==> src/bbcd_regs.svh <==
`ifndef BBCD_REGS_SVH
`define BBCD_REGS_SVH

// timing
`define BBCD_CLK_HZ          40000000
`define BBCD_I2C_BPS         80000
`define BBCD_I2C_DIV         2
// quarter-bit length in prescaled clocks, rounded up so the rate never exceeds the target
`define BBCD_I2C_QTR         ((`BBCD_CLK_HZ / `BBCD_I2C_DIV + 4 * `BBCD_I2C_BPS - 1) / (4 * `BBCD_I2C_BPS))
`define BBCD_CMD_WAIT_MS     5
`define BBCD_CMD_WAIT_CYC    (`BBCD_CLK_HZ / 1000 * `BBCD_CMD_WAIT_MS)
`define BBCD_TICKS_PER_SEC   128

// i2c port and display addressing
`define BBCD_OWN_ADDR        7'h10
`define BBCD_LCD_ADDR_W      8'ha0
`define BBCD_CTRL_CMD        8'h00
`define BBCD_CTRL_DATA       8'h80
`define BBCD_CMD_FUNC        8'h38
`define BBCD_CMD_DISP        8'h0c
`define BBCD_CMD_ENTRY       8'h06
`define BBCD_CMD_CLEAR       8'h01
`define BBCD_CMD_LINE_TOP    8'h80
`define BBCD_CMD_LINE_BOT    8'hc0
`define BBCD_LINE_CHARS      16

// calendar reset values and interrupt level
`define BBCD_INIT_YEAR       8'h00
`define BBCD_INIT_MONTH      8'h01
`define BBCD_INIT_DAY        8'h01
`define BBCD_INIT_WDAY       3'h5
`define BBCD_INIT_TIME       8'h00
`define BBCD_TICK_LEVEL      2'h2

`endif

==> src/bbcd_pkg.sv <==
package bbcd_pkg;

  typedef enum logic [3:0] {
    I2C_IDLE  = 4'b0001,
    I2C_START = 4'b0010,
    I2C_BIT   = 4'b0100,
    I2C_STOP  = 4'b1000
  } bbcd_i2c_st_t;

  typedef enum logic [2:0] {
    OP_START = 3'b001,
    OP_WRITE = 3'b010,
    OP_STOP  = 3'b100
  } bbcd_op_t;

  typedef enum logic [4:0] {
    SEQ_IDLE  = 5'b00001,
    SEQ_START = 5'b00010,
    SEQ_BYTE  = 5'b00100,
    SEQ_STOP  = 5'b01000,
    SEQ_WAIT  = 5'b10000
  } bbcd_seq_t;

endpackage : bbcd_pkg

==> src/bbcd_top.sv <==
// Functional notes
// - each second tick refreshes date/time on display
// - battery: calendar counts, no display updates
// - supply drop to battery raises detector interrupt
// - detector disables tick on loss, re-enables on return
// - top YY/MM/DD, bottom hh:mm:ss right-aligned
// - battery: main clock, peripherals stopped, pins released
// - no reset triggered during battery operation
// - select crystal first, then clear oscillator stop
// - i2c standard mode, clock/2, 80000 bps, done interrupt
// - i2c port own address is 0x10
// - calendar runs from 128 Hz, 24-hour format
// - one-hertz output pin kept disabled
// - calendar starts 2000/1/1 Friday 00:00:00
// - periodic calendar interrupt enabled, 1.0 second
// - calendar interrupt priority level 2
`timescale 1ns/1ps
`include "bbcd_regs.svh"

module bbcd_top #(
  parameter int CMD_WAIT_CYCLES = `BBCD_CMD_WAIT_CYC
) (
  input  wire logic       CLK,             // system clock, 40 MHz
  input  wire logic       RESETN,          // asynchronous reset, active low
  input  wire logic       TICK_128HZ,      // one-cycle pulse at 128 Hz
  input  wire logic       MAIN_POWER_OK,   // supply detector: high on main power
  input  wire logic       SCL_I,           // i2c clock line level
  input  wire logic       SDA_I,           // i2c data line level
  output logic            SCL_O,           // i2c clock drive value
  output logic            SCL_OE_N,        // low while driving the clock line
  output logic            SDA_O,           // i2c data drive value
  output logic            SDA_OE_N,        // low while driving the data line
  output logic            MAIN_OSC_SELECT, // crystal mode select
  output logic            MAIN_OSC_STOP,   // main oscillator stopped
  output logic            PERIPH_STOP,     // peripherals stopped
  output logic            ONE_HERTZ_OUT,   // one-hertz pin, disabled
  output logic            SUPPLY_IRQ,      // pulse on switch to battery
  output logic            TICK_IRQ,        // pulse each second while enabled
  output logic            TICK_IRQ_EN,     // periodic interrupt enabled
  output logic [1:0]      TICK_IRQ_LEVEL,  // periodic interrupt priority
  output logic            I2C_DONE_IRQ,    // pulse per finished i2c operation
  output logic            I2C_ACK_ERR,     // last byte not acknowledged
  output logic [6:0]      I2C_OWN_ADDR,    // i2c port local address
  output logic            LCD_READY,       // display initialised
  output logic            LCD_BUSY,        // display transfer in progress
  output logic [7:0]      YEAR,            // packed decimal, 00 = 2000
  output logic [7:0]      MONTH,           // packed decimal
  output logic [7:0]      DAY,             // packed decimal
  output logic [2:0]      WEEKDAY,         // 0 = Sunday
  output logic [7:0]      HOUR,            // packed decimal, 24-hour
  output logic [7:0]      MINUTE,          // packed decimal
  output logic [7:0]      SECOND           // packed decimal
);
  import bbcd_pkg::*;

  localparam logic [6:0]  SUB_LAST  = 7'(`BBCD_TICKS_PER_SEC - 1);
  localparam logic [17:0] WAIT_LAST = 18'(CMD_WAIT_CYCLES - 1);
  localparam logic [4:0]  DATA_LAST = 5'(`BBCD_LINE_CHARS + 1);

  logic rst_meta_r, rst_n_r;
  logic pwr_prev_r, supply_irq_r, tick_en_r, osc_sel_r, osc_stop_r;
  logic [6:0] sub_r;
  logic [7:0] year_r, month_r, day_r, hour_r, min_r, sec_r;
  logic [2:0] wday_r;
  logic sec_tick, tick_irq_r, refresh_pend_r, refresh_take;
  bbcd_seq_t seq_r;
  logic [2:0]  job_r;
  logic [4:0]  bidx_r;
  logic [17:0] wait_r;
  logic        issued_r, init_done_r, is_data;
  logic [7:0]  snap_y_r, snap_mo_r, snap_d_r, snap_h_r, snap_mi_r, snap_s_r;
  logic        op_valid, op_ready, op_done, abort;
  bbcd_op_t    op;
  logic [7:0]  op_byte;

  function automatic logic [7:0] bcd_inc(input logic [7:0] v);
    bcd_inc = (v[3:0] == 4'h9) ? {v[7:4] + 4'h1, 4'h0} : {v[7:4], v[3:0] + 4'h1};
  endfunction : bcd_inc

  function automatic logic [7:0] month_days(input logic [7:0] m, input logic [7:0] y);
    logic leap;
    leap = y[4] ? (y[3:0] == 4'h2 || y[3:0] == 4'h6)
                : (y[3:0] == 4'h0 || y[3:0] == 4'h4 || y[3:0] == 4'h8);
    if (m == 8'h02)                                                month_days = leap ? 8'h29 : 8'h28;
    else if (m == 8'h04 || m == 8'h06 || m == 8'h09 || m == 8'h11) month_days = 8'h30;
    else                                                           month_days = 8'h31;
  endfunction : month_days

  function automatic logic [7:0] digit(input logic [3:0] n);
    digit = {4'h3, n};
  endfunction : digit

  function automatic logic [7:0] char_at(input logic bottom, input logic [3:0] pos);
    logic [7:0] f;
    f = 8'h00;
    char_at = 8'h20;
    if (!bottom) begin
      f = (pos < 4'h3) ? snap_y_r : (pos < 4'h6) ? snap_mo_r : snap_d_r;
      if (pos == 4'h2 || pos == 4'h5) char_at = 8'h2f;
      else if (pos < 4'h8)            char_at = (pos == 4'h0 || pos == 4'h3 || pos == 4'h6)
                                                ? digit(f[7:4]) : digit(f[3:0]);
    end else begin
      f = (pos < 4'hb) ? snap_h_r : (pos < 4'he) ? snap_mi_r : snap_s_r;
      if (pos == 4'ha || pos == 4'hd) char_at = 8'h3a;
      else if (pos >= 4'h8)           char_at = (pos == 4'h8 || pos == 4'hb || pos == 4'he)
                                                ? digit(f[7:4]) : digit(f[3:0]);
    end
  endfunction : char_at

  always_ff @(posedge CLK or negedge RESETN) begin
    if (!RESETN) begin
      rst_meta_r <= 1'b0;
      rst_n_r    <= 1'b0;
    end else begin
      rst_meta_r <= 1'b1;
      rst_n_r    <= rst_meta_r;
    end
  end

  // supply detector and periodic interrupt gating
  always_ff @(posedge CLK or negedge rst_n_r) begin
    if (!rst_n_r) begin
      pwr_prev_r   <= 1'b1;
      supply_irq_r <= 1'b0;
      tick_en_r    <= 1'b1;
    end else begin
      pwr_prev_r   <= MAIN_POWER_OK;
      supply_irq_r <= pwr_prev_r && !MAIN_POWER_OK;
      if (pwr_prev_r && !MAIN_POWER_OK) tick_en_r <= 1'b0;
      else if (!pwr_prev_r && MAIN_POWER_OK) tick_en_r <= 1'b1;
    end
  end

  always_ff @(posedge CLK or negedge rst_n_r) begin
    if (!rst_n_r) begin
      osc_sel_r  <= 1'b0;
      osc_stop_r <= 1'b1;
    end else begin
      osc_sel_r <= 1'b1;
      if (!MAIN_POWER_OK) osc_stop_r <= 1'b1;
      else if (osc_sel_r) osc_stop_r <= 1'b0;
    end
  end

  // calendar keeps counting on either supply; supply changes never reset it
  assign sec_tick = TICK_128HZ && (sub_r == SUB_LAST);

  always_ff @(posedge CLK or negedge rst_n_r) begin
    if (!rst_n_r) begin
      sub_r   <= 7'h00;
      year_r  <= `BBCD_INIT_YEAR;
      month_r <= `BBCD_INIT_MONTH;
      day_r   <= `BBCD_INIT_DAY;
      wday_r  <= `BBCD_INIT_WDAY;
      hour_r  <= `BBCD_INIT_TIME;
      min_r   <= `BBCD_INIT_TIME;
      sec_r   <= `BBCD_INIT_TIME;
    end else begin
      if (TICK_128HZ) sub_r <= (sub_r == SUB_LAST) ? 7'h00 : sub_r + 7'h01;
      if (sec_tick) begin
        sec_r <= (sec_r == 8'h59) ? 8'h00 : bcd_inc(sec_r);
        if (sec_r == 8'h59) begin
          min_r <= (min_r == 8'h59) ? 8'h00 : bcd_inc(min_r);
          if (min_r == 8'h59) begin
            hour_r <= (hour_r == 8'h23) ? 8'h00 : bcd_inc(hour_r);
            if (hour_r == 8'h23) begin
              wday_r <= (wday_r == 3'h6) ? 3'h0 : wday_r + 3'h1;
              day_r  <= (day_r == month_days(month_r, year_r)) ? 8'h01 : bcd_inc(day_r);
              if (day_r == month_days(month_r, year_r)) begin
                month_r <= (month_r == 8'h12) ? 8'h01 : bcd_inc(month_r);
                if (month_r == 8'h12) year_r <= (year_r == 8'h99) ? 8'h00 : bcd_inc(year_r);
              end
            end
          end
        end
      end
    end
  end

  always_ff @(posedge CLK or negedge rst_n_r) begin
    if (!rst_n_r) begin
      tick_irq_r     <= 1'b0;
      refresh_pend_r <= 1'b0;
    end else begin
      tick_irq_r <= sec_tick && tick_en_r;
      if (!MAIN_POWER_OK) refresh_pend_r <= 1'b0;
      else if (tick_irq_r) refresh_pend_r <= 1'b1;
      else if (refresh_take) refresh_pend_r <= 1'b0;
    end
  end

  // display sequencer: jobs 0-3 initialise, 4-7 write both lines
  assign is_data      = (job_r == 3'd5) || (job_r == 3'd7);
  assign refresh_take = (seq_r == SEQ_IDLE) && MAIN_POWER_OK && init_done_r && refresh_pend_r;
  assign abort        = !MAIN_POWER_OK;
  assign op_valid     = !issued_r && op_ready && MAIN_POWER_OK && (seq_r != SEQ_IDLE)
                        && (seq_r != SEQ_WAIT);
  assign op           = (seq_r == SEQ_START) ? OP_START : (seq_r == SEQ_BYTE) ? OP_WRITE : OP_STOP;

  always_comb begin
    op_byte = `BBCD_LCD_ADDR_W;
    if (bidx_r == 5'd1) op_byte = is_data ? `BBCD_CTRL_DATA : `BBCD_CTRL_CMD;
    else if (bidx_r != 5'd0 && is_data) op_byte = char_at(job_r[1], 4'(bidx_r - 5'd2));
    else if (bidx_r != 5'd0) begin
      case (job_r)
        3'd0:    op_byte = `BBCD_CMD_FUNC;
        3'd1:    op_byte = `BBCD_CMD_DISP;
        3'd2:    op_byte = `BBCD_CMD_ENTRY;
        3'd3:    op_byte = `BBCD_CMD_CLEAR;
        3'd4:    op_byte = `BBCD_CMD_LINE_TOP;
        default: op_byte = `BBCD_CMD_LINE_BOT;
      endcase
    end
  end

  always_ff @(posedge CLK or negedge rst_n_r) begin
    if (!rst_n_r) begin
      seq_r <= SEQ_IDLE;
      job_r <= 3'd0;
      bidx_r <= 5'd0;
      wait_r <= 18'h00000;
      issued_r <= 1'b0;
      init_done_r <= 1'b0;
    end else if (!MAIN_POWER_OK) begin
      seq_r       <= SEQ_IDLE;
      issued_r    <= 1'b0;
      init_done_r <= 1'b0;
    end else begin
      if (op_valid) issued_r <= 1'b1;
      case (seq_r)
        SEQ_IDLE: begin
          if (!init_done_r) begin
            job_r <= 3'd0;
            seq_r <= SEQ_START;
          end else if (refresh_pend_r) begin
            job_r <= 3'd4;
            seq_r <= SEQ_START;
          end
        end
        SEQ_START: if (op_done) begin
          issued_r <= 1'b0;
          bidx_r   <= 5'd0;
          seq_r    <= SEQ_BYTE;
        end
        SEQ_BYTE: if (op_done) begin
          issued_r <= 1'b0;
          bidx_r   <= bidx_r + 5'd1;
          if (bidx_r == (is_data ? DATA_LAST : 5'd2)) seq_r <= SEQ_STOP;
        end
        SEQ_STOP: if (op_done) begin
          issued_r <= 1'b0;
          wait_r   <= 18'h00000;
          if (!is_data) seq_r <= SEQ_WAIT;
          else if (job_r == 3'd7) seq_r <= SEQ_IDLE;
          else begin
            job_r <= job_r + 3'd1;
            seq_r <= SEQ_START;
          end
        end
        default: begin
          wait_r <= wait_r + 18'h00001;
          if (wait_r == WAIT_LAST) begin
            if (job_r == 3'd3) begin
              init_done_r <= 1'b1;
              seq_r       <= SEQ_IDLE;
            end else begin
              job_r <= job_r + 3'd1;
              seq_r <= SEQ_START;
            end
          end
        end
      endcase
    end
  end

  // date and time frozen for the whole refresh
  always_ff @(posedge CLK or negedge rst_n_r) begin
    if (!rst_n_r) begin
      snap_y_r  <= 8'h00;
      snap_mo_r <= 8'h00;
      snap_d_r  <= 8'h00;
      snap_h_r  <= 8'h00;
      snap_mi_r <= 8'h00;
      snap_s_r  <= 8'h00;
    end else if (refresh_take) begin
      snap_y_r  <= year_r;
      snap_mo_r <= month_r;
      snap_d_r  <= day_r;
      snap_h_r  <= hour_r;
      snap_mi_r <= min_r;
      snap_s_r  <= sec_r;
    end
  end

  bbcd_i2c_byte bbcd_i2c_byte_inst (
    .clk      (CLK),
    .rst_n    (rst_n_r),
    .abort    (abort),
    .op_valid (op_valid),
    .op       (op),
    .op_byte  (op_byte),
    .op_ready (op_ready),
    .done     (op_done),
    .ack_err  (I2C_ACK_ERR),
    .scl_i    (SCL_I),
    .sda_i    (SDA_I),
    .scl_oe_n (SCL_OE_N),
    .sda_oe_n (SDA_OE_N)
  );

  assign SCL_O           = 1'b0;
  assign SDA_O           = 1'b0;
  assign MAIN_OSC_SELECT = osc_sel_r;
  assign MAIN_OSC_STOP   = osc_stop_r;
  assign PERIPH_STOP     = !MAIN_POWER_OK;
  assign ONE_HERTZ_OUT   = 1'b0;
  assign SUPPLY_IRQ      = supply_irq_r;
  assign TICK_IRQ        = tick_irq_r;
  assign TICK_IRQ_EN     = tick_en_r;
  assign TICK_IRQ_LEVEL  = `BBCD_TICK_LEVEL;
  assign I2C_DONE_IRQ    = op_done;
  assign I2C_OWN_ADDR    = `BBCD_OWN_ADDR;
  assign LCD_READY       = init_done_r;
  assign LCD_BUSY        = (seq_r != SEQ_IDLE);
  assign YEAR            = year_r;
  assign MONTH           = month_r;
  assign DAY             = day_r;
  assign WEEKDAY         = wday_r;
  assign HOUR            = hour_r;
  assign MINUTE          = min_r;
  assign SECOND          = sec_r;

endmodule : bbcd_top

==> src/bbcd_i2c_byte.sv <==
`timescale 1ns/1ps
`include "bbcd_regs.svh"

module bbcd_i2c_byte (
  input  wire logic             clk,       // system clock
  input  wire logic             rst_n,     // synchronised reset, active low
  input  wire logic             abort,     // drop everything and release the pins
  input  wire logic             op_valid,  // operation request
  input  wire bbcd_pkg::bbcd_op_t op,      // start, write or stop
  input  wire logic [7:0]       op_byte,   // byte for a write
  output logic                  op_ready,  // engine idle
  output logic                  done,      // one-cycle pulse at the end of an operation
  output logic                  ack_err,   // last written byte was not acknowledged
  input  wire logic             scl_i,     // clock line level
  input  wire logic             sda_i,     // data line level
  output logic                  scl_oe_n,  // low while pulling the clock line low
  output logic                  sda_oe_n   // low while pulling the data line low
);
  import bbcd_pkg::*;

  localparam logic [5:0] QTR_LAST = 6'(`BBCD_I2C_QTR - 1);

  bbcd_i2c_st_t st_r;
  logic         pre_r;
  logic [5:0]   qcnt_r;
  logic [1:0]   ph_r;
  logic [3:0]   bit_r;
  logic [7:0]   sh_r;
  logic         scl_low_r;
  logic         sda_low_r;
  logic         done_r;
  logic         ack_err_r;
  logic         step;

  // quarter-bit step; held while a slave stretches the clock during a write, not during a stop
  assign step = pre_r && (qcnt_r == QTR_LAST) && !(st_r == I2C_BIT && ph_r == 2'd1 && !scl_i);
  assign op_ready = (st_r == I2C_IDLE);
  assign done     = done_r;
  assign ack_err  = ack_err_r;
  assign scl_oe_n = ~scl_low_r;
  assign sda_oe_n = ~sda_low_r;

  // operation clock is the system clock divided by two
  always_ff @(posedge clk or negedge rst_n) begin
    if (!rst_n) begin
      pre_r <= 1'b0;
    end else begin
      pre_r <= ~pre_r;
    end
  end

  always_ff @(posedge clk or negedge rst_n) begin
    if (!rst_n) begin
      qcnt_r <= 6'h00;
    end else if (abort || st_r == I2C_IDLE) begin
      qcnt_r <= 6'h00;
    end else if (pre_r) begin
      qcnt_r <= (qcnt_r == QTR_LAST) ? 6'h00 : qcnt_r + 6'h01;
    end
  end

  always_ff @(posedge clk or negedge rst_n) begin
    if (!rst_n) begin
      st_r      <= I2C_IDLE;
      ph_r      <= 2'd0;
      bit_r     <= 4'h0;
      sh_r      <= 8'h00;
      scl_low_r <= 1'b0;
      sda_low_r <= 1'b0;
      done_r    <= 1'b0;
      ack_err_r <= 1'b0;
    end else begin
      done_r <= 1'b0;
      if (abort) begin
        st_r      <= I2C_IDLE;
        scl_low_r <= 1'b0;
        sda_low_r <= 1'b0;
      end else begin
        case (st_r)
          I2C_IDLE: begin
            ph_r <= 2'd0;
            if (op_valid) begin
              case (op)
                OP_START: st_r <= I2C_START;
                OP_WRITE: begin
                  st_r      <= I2C_BIT;
                  sh_r      <= op_byte;
                  bit_r     <= 4'h0;
                  sda_low_r <= ~op_byte[7];
                end
                default:  st_r <= I2C_STOP;
              endcase
            end
          end
          I2C_START: begin
            if (step) begin
              ph_r <= ph_r + 2'd1;
              case (ph_r)
                2'd0: sda_low_r <= 1'b1;
                2'd2: scl_low_r <= 1'b1;
                2'd3: begin
                  st_r   <= I2C_IDLE;
                  done_r <= 1'b1;
                end
                default: ;
              endcase
            end
          end
          I2C_BIT: begin
            if (step) begin
              ph_r <= ph_r + 2'd1;
              case (ph_r)
                2'd0: scl_low_r <= 1'b0;
                2'd1: if (bit_r == 4'h8) ack_err_r <= sda_i;
                2'd2: scl_low_r <= 1'b1;
                default: begin
                  if (bit_r == 4'h8) begin
                    st_r      <= I2C_IDLE;
                    done_r    <= 1'b1;
                    sda_low_r <= 1'b0;
                  end else begin
                    bit_r     <= bit_r + 4'h1;
                    sh_r      <= {sh_r[6:0], 1'b0};
                    // release data for the acknowledge slot
                    sda_low_r <= (bit_r == 4'h7) ? 1'b0 : ~sh_r[6];
                  end
                end
              endcase
            end
          end
          default: begin
            if (step) begin
              ph_r <= ph_r + 2'd1;
              case (ph_r)
                2'd0: sda_low_r <= 1'b1;
                2'd1: scl_low_r <= 1'b0;
                2'd2: sda_low_r <= 1'b0;
                default: begin
                  st_r   <= I2C_IDLE;
                  done_r <= 1'b1;
                end
              endcase
            end
          end
        endcase
      end
    end
  end

endmodule : bbcd_i2c_byte

==> config.mk <==
export PLATFORM = sky130hd
export DESIGN_NAME = bbcd_top
export DESIGN_NICKNAME = d
export VERILOG_FILES = /design/src/bbcd_pkg.sv /design/src/bbcd_top.sv /design/src/bbcd_i2c_byte.sv
export VERILOG_INCLUDE_DIRS = /design/src
export SDC_FILE = /design/constraint.sdc
export NUM_CORES = 1
export LEC_CHECK = 0
export ABC_AREA = 1
export BUFFER_PORTS_ARGS = -buffer_cell sky130_fd_sc_hd__buf_4
export CORE_MARGIN = 2
export CORE_UTILIZATION = 35
export DETAILED_ROUTE_END_ITERATION = 10
export HOLD_SLACK_MARGIN = 0.02
export MAX_ROUTING_LAYER = met4
export PLACE_DENSITY = 0.51
export RECOVER_POWER = 25
export SYNTH_ARGS = -nofsm -noshare
export SYNTH_HDL_FRONTEND = slang
export SYNTH_HIERARCHICAL = 1
export SYNTH_SLANG_ARGS = --single-unit
export TNS_END_PERCENT = 30
==> constraint.sdc <==
create_clock -name CLK -period 8.7 [get_ports CLK]
set_input_delay 0.87 -clock CLK [delete_from_list [all_inputs] [get_ports CLK]]
set_output_delay 0.87 -clock CLK [all_outputs]
set_load 0.05 [all_outputs]
==> tab_implementation.tex <==
\begin{tabular}{lr}
\hline
Metric & Value \\
\hline
\multicolumn{2}{l}{\textbf{Power and ir drop}} \\
Internal Dissipation & 1.486 mW \\
Leakage component of the power & 5.733 nW \\
Share of power burned in combinational logic & 25.1\% \\
Net Switching & 0.8637 mW \\
Pwr dens & 200.9 nW/um2 \\
VDD IR max & 0.1532 mV \\
Clock share of power & 32.9\% \\
Net Sw Frac & 36.76\% \\
Proportion of power drawn by flip-flops and latches & 42.0\% \\
\multicolumn{2}{l}{\textbf{Clock network}} \\
Sink Count & 176 \\
Maximum number of buffers from clock root to sink & 2 \\
Clock latency of the later-clocked register in the worst-skew pair & 0.45 ns \\
CTS tree & done \\
Setup fix buffers added after clock tree synthesis & 0 \\
CTS Root Cell & clkbuf\_16 \\
CTS HTree Levels & 4 \\
Number of hold buffers added after CTS & 0 \\
Number of gates resized after cts & 0 \\
Clock transition at path regs & 0.08 ns \\
CTS buffer count & 17 \\
\multicolumn{2}{l}{\textbf{Synth}} \\
Proportion of synthesized chip area in sequential cells & 42.84\% \\
Distinct cell type count after synthesis & 51 \\
Syn\_area\_per\_cell & 7.897 um2 \\
Register bit count reported by yosys & 176 \\
Post-synthesis cell count & 1305 \\
Post-synth EDFFs & 0 \\
Area of the mapped netlist & 10310 um2 \\
Share of flip-flops with an asynchronous set or reset & 100.0\% \\
Post-synth top flop & dfrtp\_1 \\
Synthesis Warnings & 6 \\
\multicolumn{2}{l}{\textbf{Cells and area}} \\
Number of non-filler instances in the completed layout & 1771 \\
Filler Cell Count & 3063 \\
Most common cell after layout, fill and taps aside & nand2\_1 \\
Commonest cells after routing, fill and taps aside & nand2\_1, inv\_1, dfrtp\_1 \\
Final antenna diode count & 0 \\
Fraction of final layout cells sized beyond drive strength 1 & 12.91\% \\
Synthesis-to-layout area growth & 13.50\% \\
Post-layout net count & 1425 \\
\multicolumn{2}{l}{\textbf{Die}} \\
Die footprint & 30840 um2 \\
Site row count & 62 \\
Vertical die dimension & 175.6 um \\
Top-level I/O count & 81 \\
Placeable core region & 28860 um2 \\
Die Width & 175.6 um \\
Starting Density & 35.71\% \\
\multicolumn{2}{l}{\textbf{Timing}} \\
Number of max-slew violations in the final report & 49 \\
Worst relative slew slack & -33.59\% \\
Worst setup skew after layout & 0.01506 ns \\
Aggregate negative setup slack & 0 ns \\
Period utilisation layout & 36.39\% \\
Hold Vio Cnt, Final & 0 \\
Unrepaired setup endpoints after global routing & false \\
Worst-margin pin slew & 2.004 ns \\
Setup-failing EPs final & 0 \\
Clock period minus worst slack & 3.166 ns \\
Top achievable clock speed & 315.8 MHz \\
\multicolumn{2}{l}{\textbf{Global route}} \\
Initial antenna violation count & 0 \\
Combined global-route utilization of all metal layers & 17.06\% \\
Via count of the first global-routing pass & 8406 \\
Routing layer with the top usage in global route & met2 \\
Remaining global-route overflow & 0 \\
First-pass GRT wire length & 41890 um \\
Global routing usage on met1 & 23.42\% \\
Maximum number of pins on one net before global-route repair & 95 \\
Met3 demand-to-capacity share in global routing & 2.987\% \\
Met2 Use GR & 26.15\% \\
\multicolumn{2}{l}{\textbf{Route}} \\
DRT Wirelength & 24340 um \\
WL per Instance & 13.74 um \\
Drt pass-1 iters & 5 \\
Drt drc & 0 \\
Vias & 8512 \\
Final ANT Viol Nets & 0 \\
Ratio of routed vias to standard cells & 4.806 \\
DR iter-0 viols & 553 \\
\multicolumn{2}{l}{\textbf{Flow run}} \\
\# Max-Cap Violations & 1 \\
\multicolumn{2}{l}{\textbf{Status}} \\
Result of the run & finished, violations left \\
Violated checks & max-capacitance violations, max-slew violations \\
\multicolumn{2}{l}{\textbf{Placed design}} \\
Post-Place Cells & 1739 \\
Dpl hpwl & 17800 um \\
Gp weighted congestion & 0.8424 \\
Number of port buffers & 68 \\
\multicolumn{2}{l}{\textbf{Critical path}} \\
Sort of element at the end of the critical path & register \\
Worst endpoint data arrival time & 3.51 ns \\
Data required, critical path & 9.04 ns \\
Startpoint-to-endpoint class of the critical path & register to register \\
Top fanout value on the critical path & 9 \\
Crit start category & register \\
\multicolumn{2}{l}{\textbf{Min path}} \\
Class of the tightest hold or removal check & primary input to asynchronous set/reset pin \\
\hline
\end{tabular}
## critical path, stage by stage, from the launching register on
cell and delay (ns):
dfrtp_1 0.39, ha_1 0.19, nand2_1 0.08, nor2_1 0.18, nand3_1 0.36, nor2_1 0.47, nand2_1 0.34, nor2_4 0.29
nand2_2 0.12, nor2_2 0.21, nand3_1 0.24, nand2_1 0.11, nand2_1 0.06
## sequential cells by signal (all words and copies together), names as in the netlist, 4 cells and up
register and count:
HOUR 8, MINUTE 8, bidx_r 5, bbcd_i2c_byte_inst/qcnt_r 6, snap_mi_r 8, seq_r 5
snap_y_r 8, sub_r 7, bbcd_i2c_byte_inst/st_r 4, MONTH 8, YEAR 8, bbcd_i2c_byte_inst/bit_r 4
snap_h_r 8, snap_mo_r 8, SECOND 8, snap_s_r 8, DAY 8, bbcd_i2c_byte_inst/sh_r 7
snap_d_r 8, wait_r 18
## power by group through the flow
stage | registers (mW) | logic [mW] | clock network, mW
2_1_floorplan | 0.994 | 0.473 | 0
3_3_place_gp | 1.00 | 0.594 | 0
3_5_place_dp | 1.00 | 0.600 | 0
4_1_cts | 0.987 | 0.602 | 0.798
5_1_grt | 1.00 | 0.678 | 0.832
6_report | 0.986 | 0.589 | 0.774
## routing by layer
layer | part of all wire [%] | vias up
li1 | - | 4391
met1 | 51 | 3963
met2 | 45 | 138
met3 | 2.9 | 20
met4 | 1.6 | 0
met5 | 0 | -
## cell type report
cell class              instances  area (um2)  share of cell area (%)
inverters                     180       680.7                   5.819
clock inverters                14       142.6                   1.219
clock buffers                  18       439.2                   3.754
multi-input cells             927        5010                   42.83
well taps                     384       480.5                   4.107
flip-flops and latches        176        4415                   37.75
repair buffers                 72       529.3                   4.525
## synthesized netlist by cell type (all sizes together) (3+ instances only)
cell / n / area, um2
nand4: 36 / 231.5
a31oi: 5 / 31.28
nor2: 113 / 544.3
o21a: 3 / 22.52
nand3: 110 / 573.1
o21ai: 121 / 654.4
xor2: 27 / 236.5
inv: 178 / 668.1
dfstp: 9 / 236.5
xnor2: 6 / 52.55
nand2: 315 / 1260
o21bai: 5 / 37.54
dfrtp: 167 / 4179
or2: 6 / 37.54
a21oi: 30 / 153.9
mux2i: 6 / 60.06
nor4: 4 / 25.02
o211ai: 5 / 37.54
ha: 45 / 563.0
nor3b: 5 / 37.54
clkbuf: 18 / 67.56
nand3b: 5 / 37.54
o22ai: 8 / 50.05
o31ai: 15 / 112.6
nor3: 36 / 185.2
buf: 16 / 128.9
## stage by stage
step / area [um2] / setup WS (ns) / utilization, % / hold WS (ns) / power, mW
after floorplan: 10350 / 3.448 / - / 0.3312 / 1.467
after global placement: 11180 / 5.735 / 38.76 / 0.3337 / 1.596
after detailed placement: 11180 / 5.666 / 38.76 / 0.3389 / 1.600
after CTS: 11770 / 5.647 / 40.77 / 0.1828 / 2.387
after global routing: 11700 / 5.219 / 40.54 / 0.1849 / 2.510
final: 11700 / 5.534 / 40.54 / 0.2030 / 2.350
## logic make-up (layout without fill, tap and decap cells)
| kind of cell | count (synthesis) | in the layout | synth area share (%) |
|---|---|---|---|
| AO/OA/AOI/OAI | 197 | 197 | 11.06 |
| XOR/XNOR | 33 | 33 | 2.804 |
| adder cells (fa/ha/maj) | 45 | 45 | 5.463 |
| buffers and inverters | 214 | 284 | 8.510 |
| flip-flops | 176 | 176 | 42.84 |
| multiplexers | 8 | 8 | 0.8013 |
| other | 2 | 14 | 0.07287 |
| AND/OR/NAND/NOR | 630 | 630 | 28.45 |
## final timing paths
check                      cells after the start  slack, ns           end  startpoint
min in group CLK                               0       0.35       rst_n_r  rst_meta_r
max in group asynchronous                      1       6.11  snap_mo_r[7]     rst_n_r
setup reg to reg                              12       5.53      MONTH[7]    sub_r[0]
setup / recovery                              12       5.53      MONTH[7]    sub_r[0]
hold / removal                                 1       0.20       rst_n_r      RESETN
hold reg to reg                                0       0.35       rst_n_r  rst_meta_r
(Power assumes the default switching activity.)
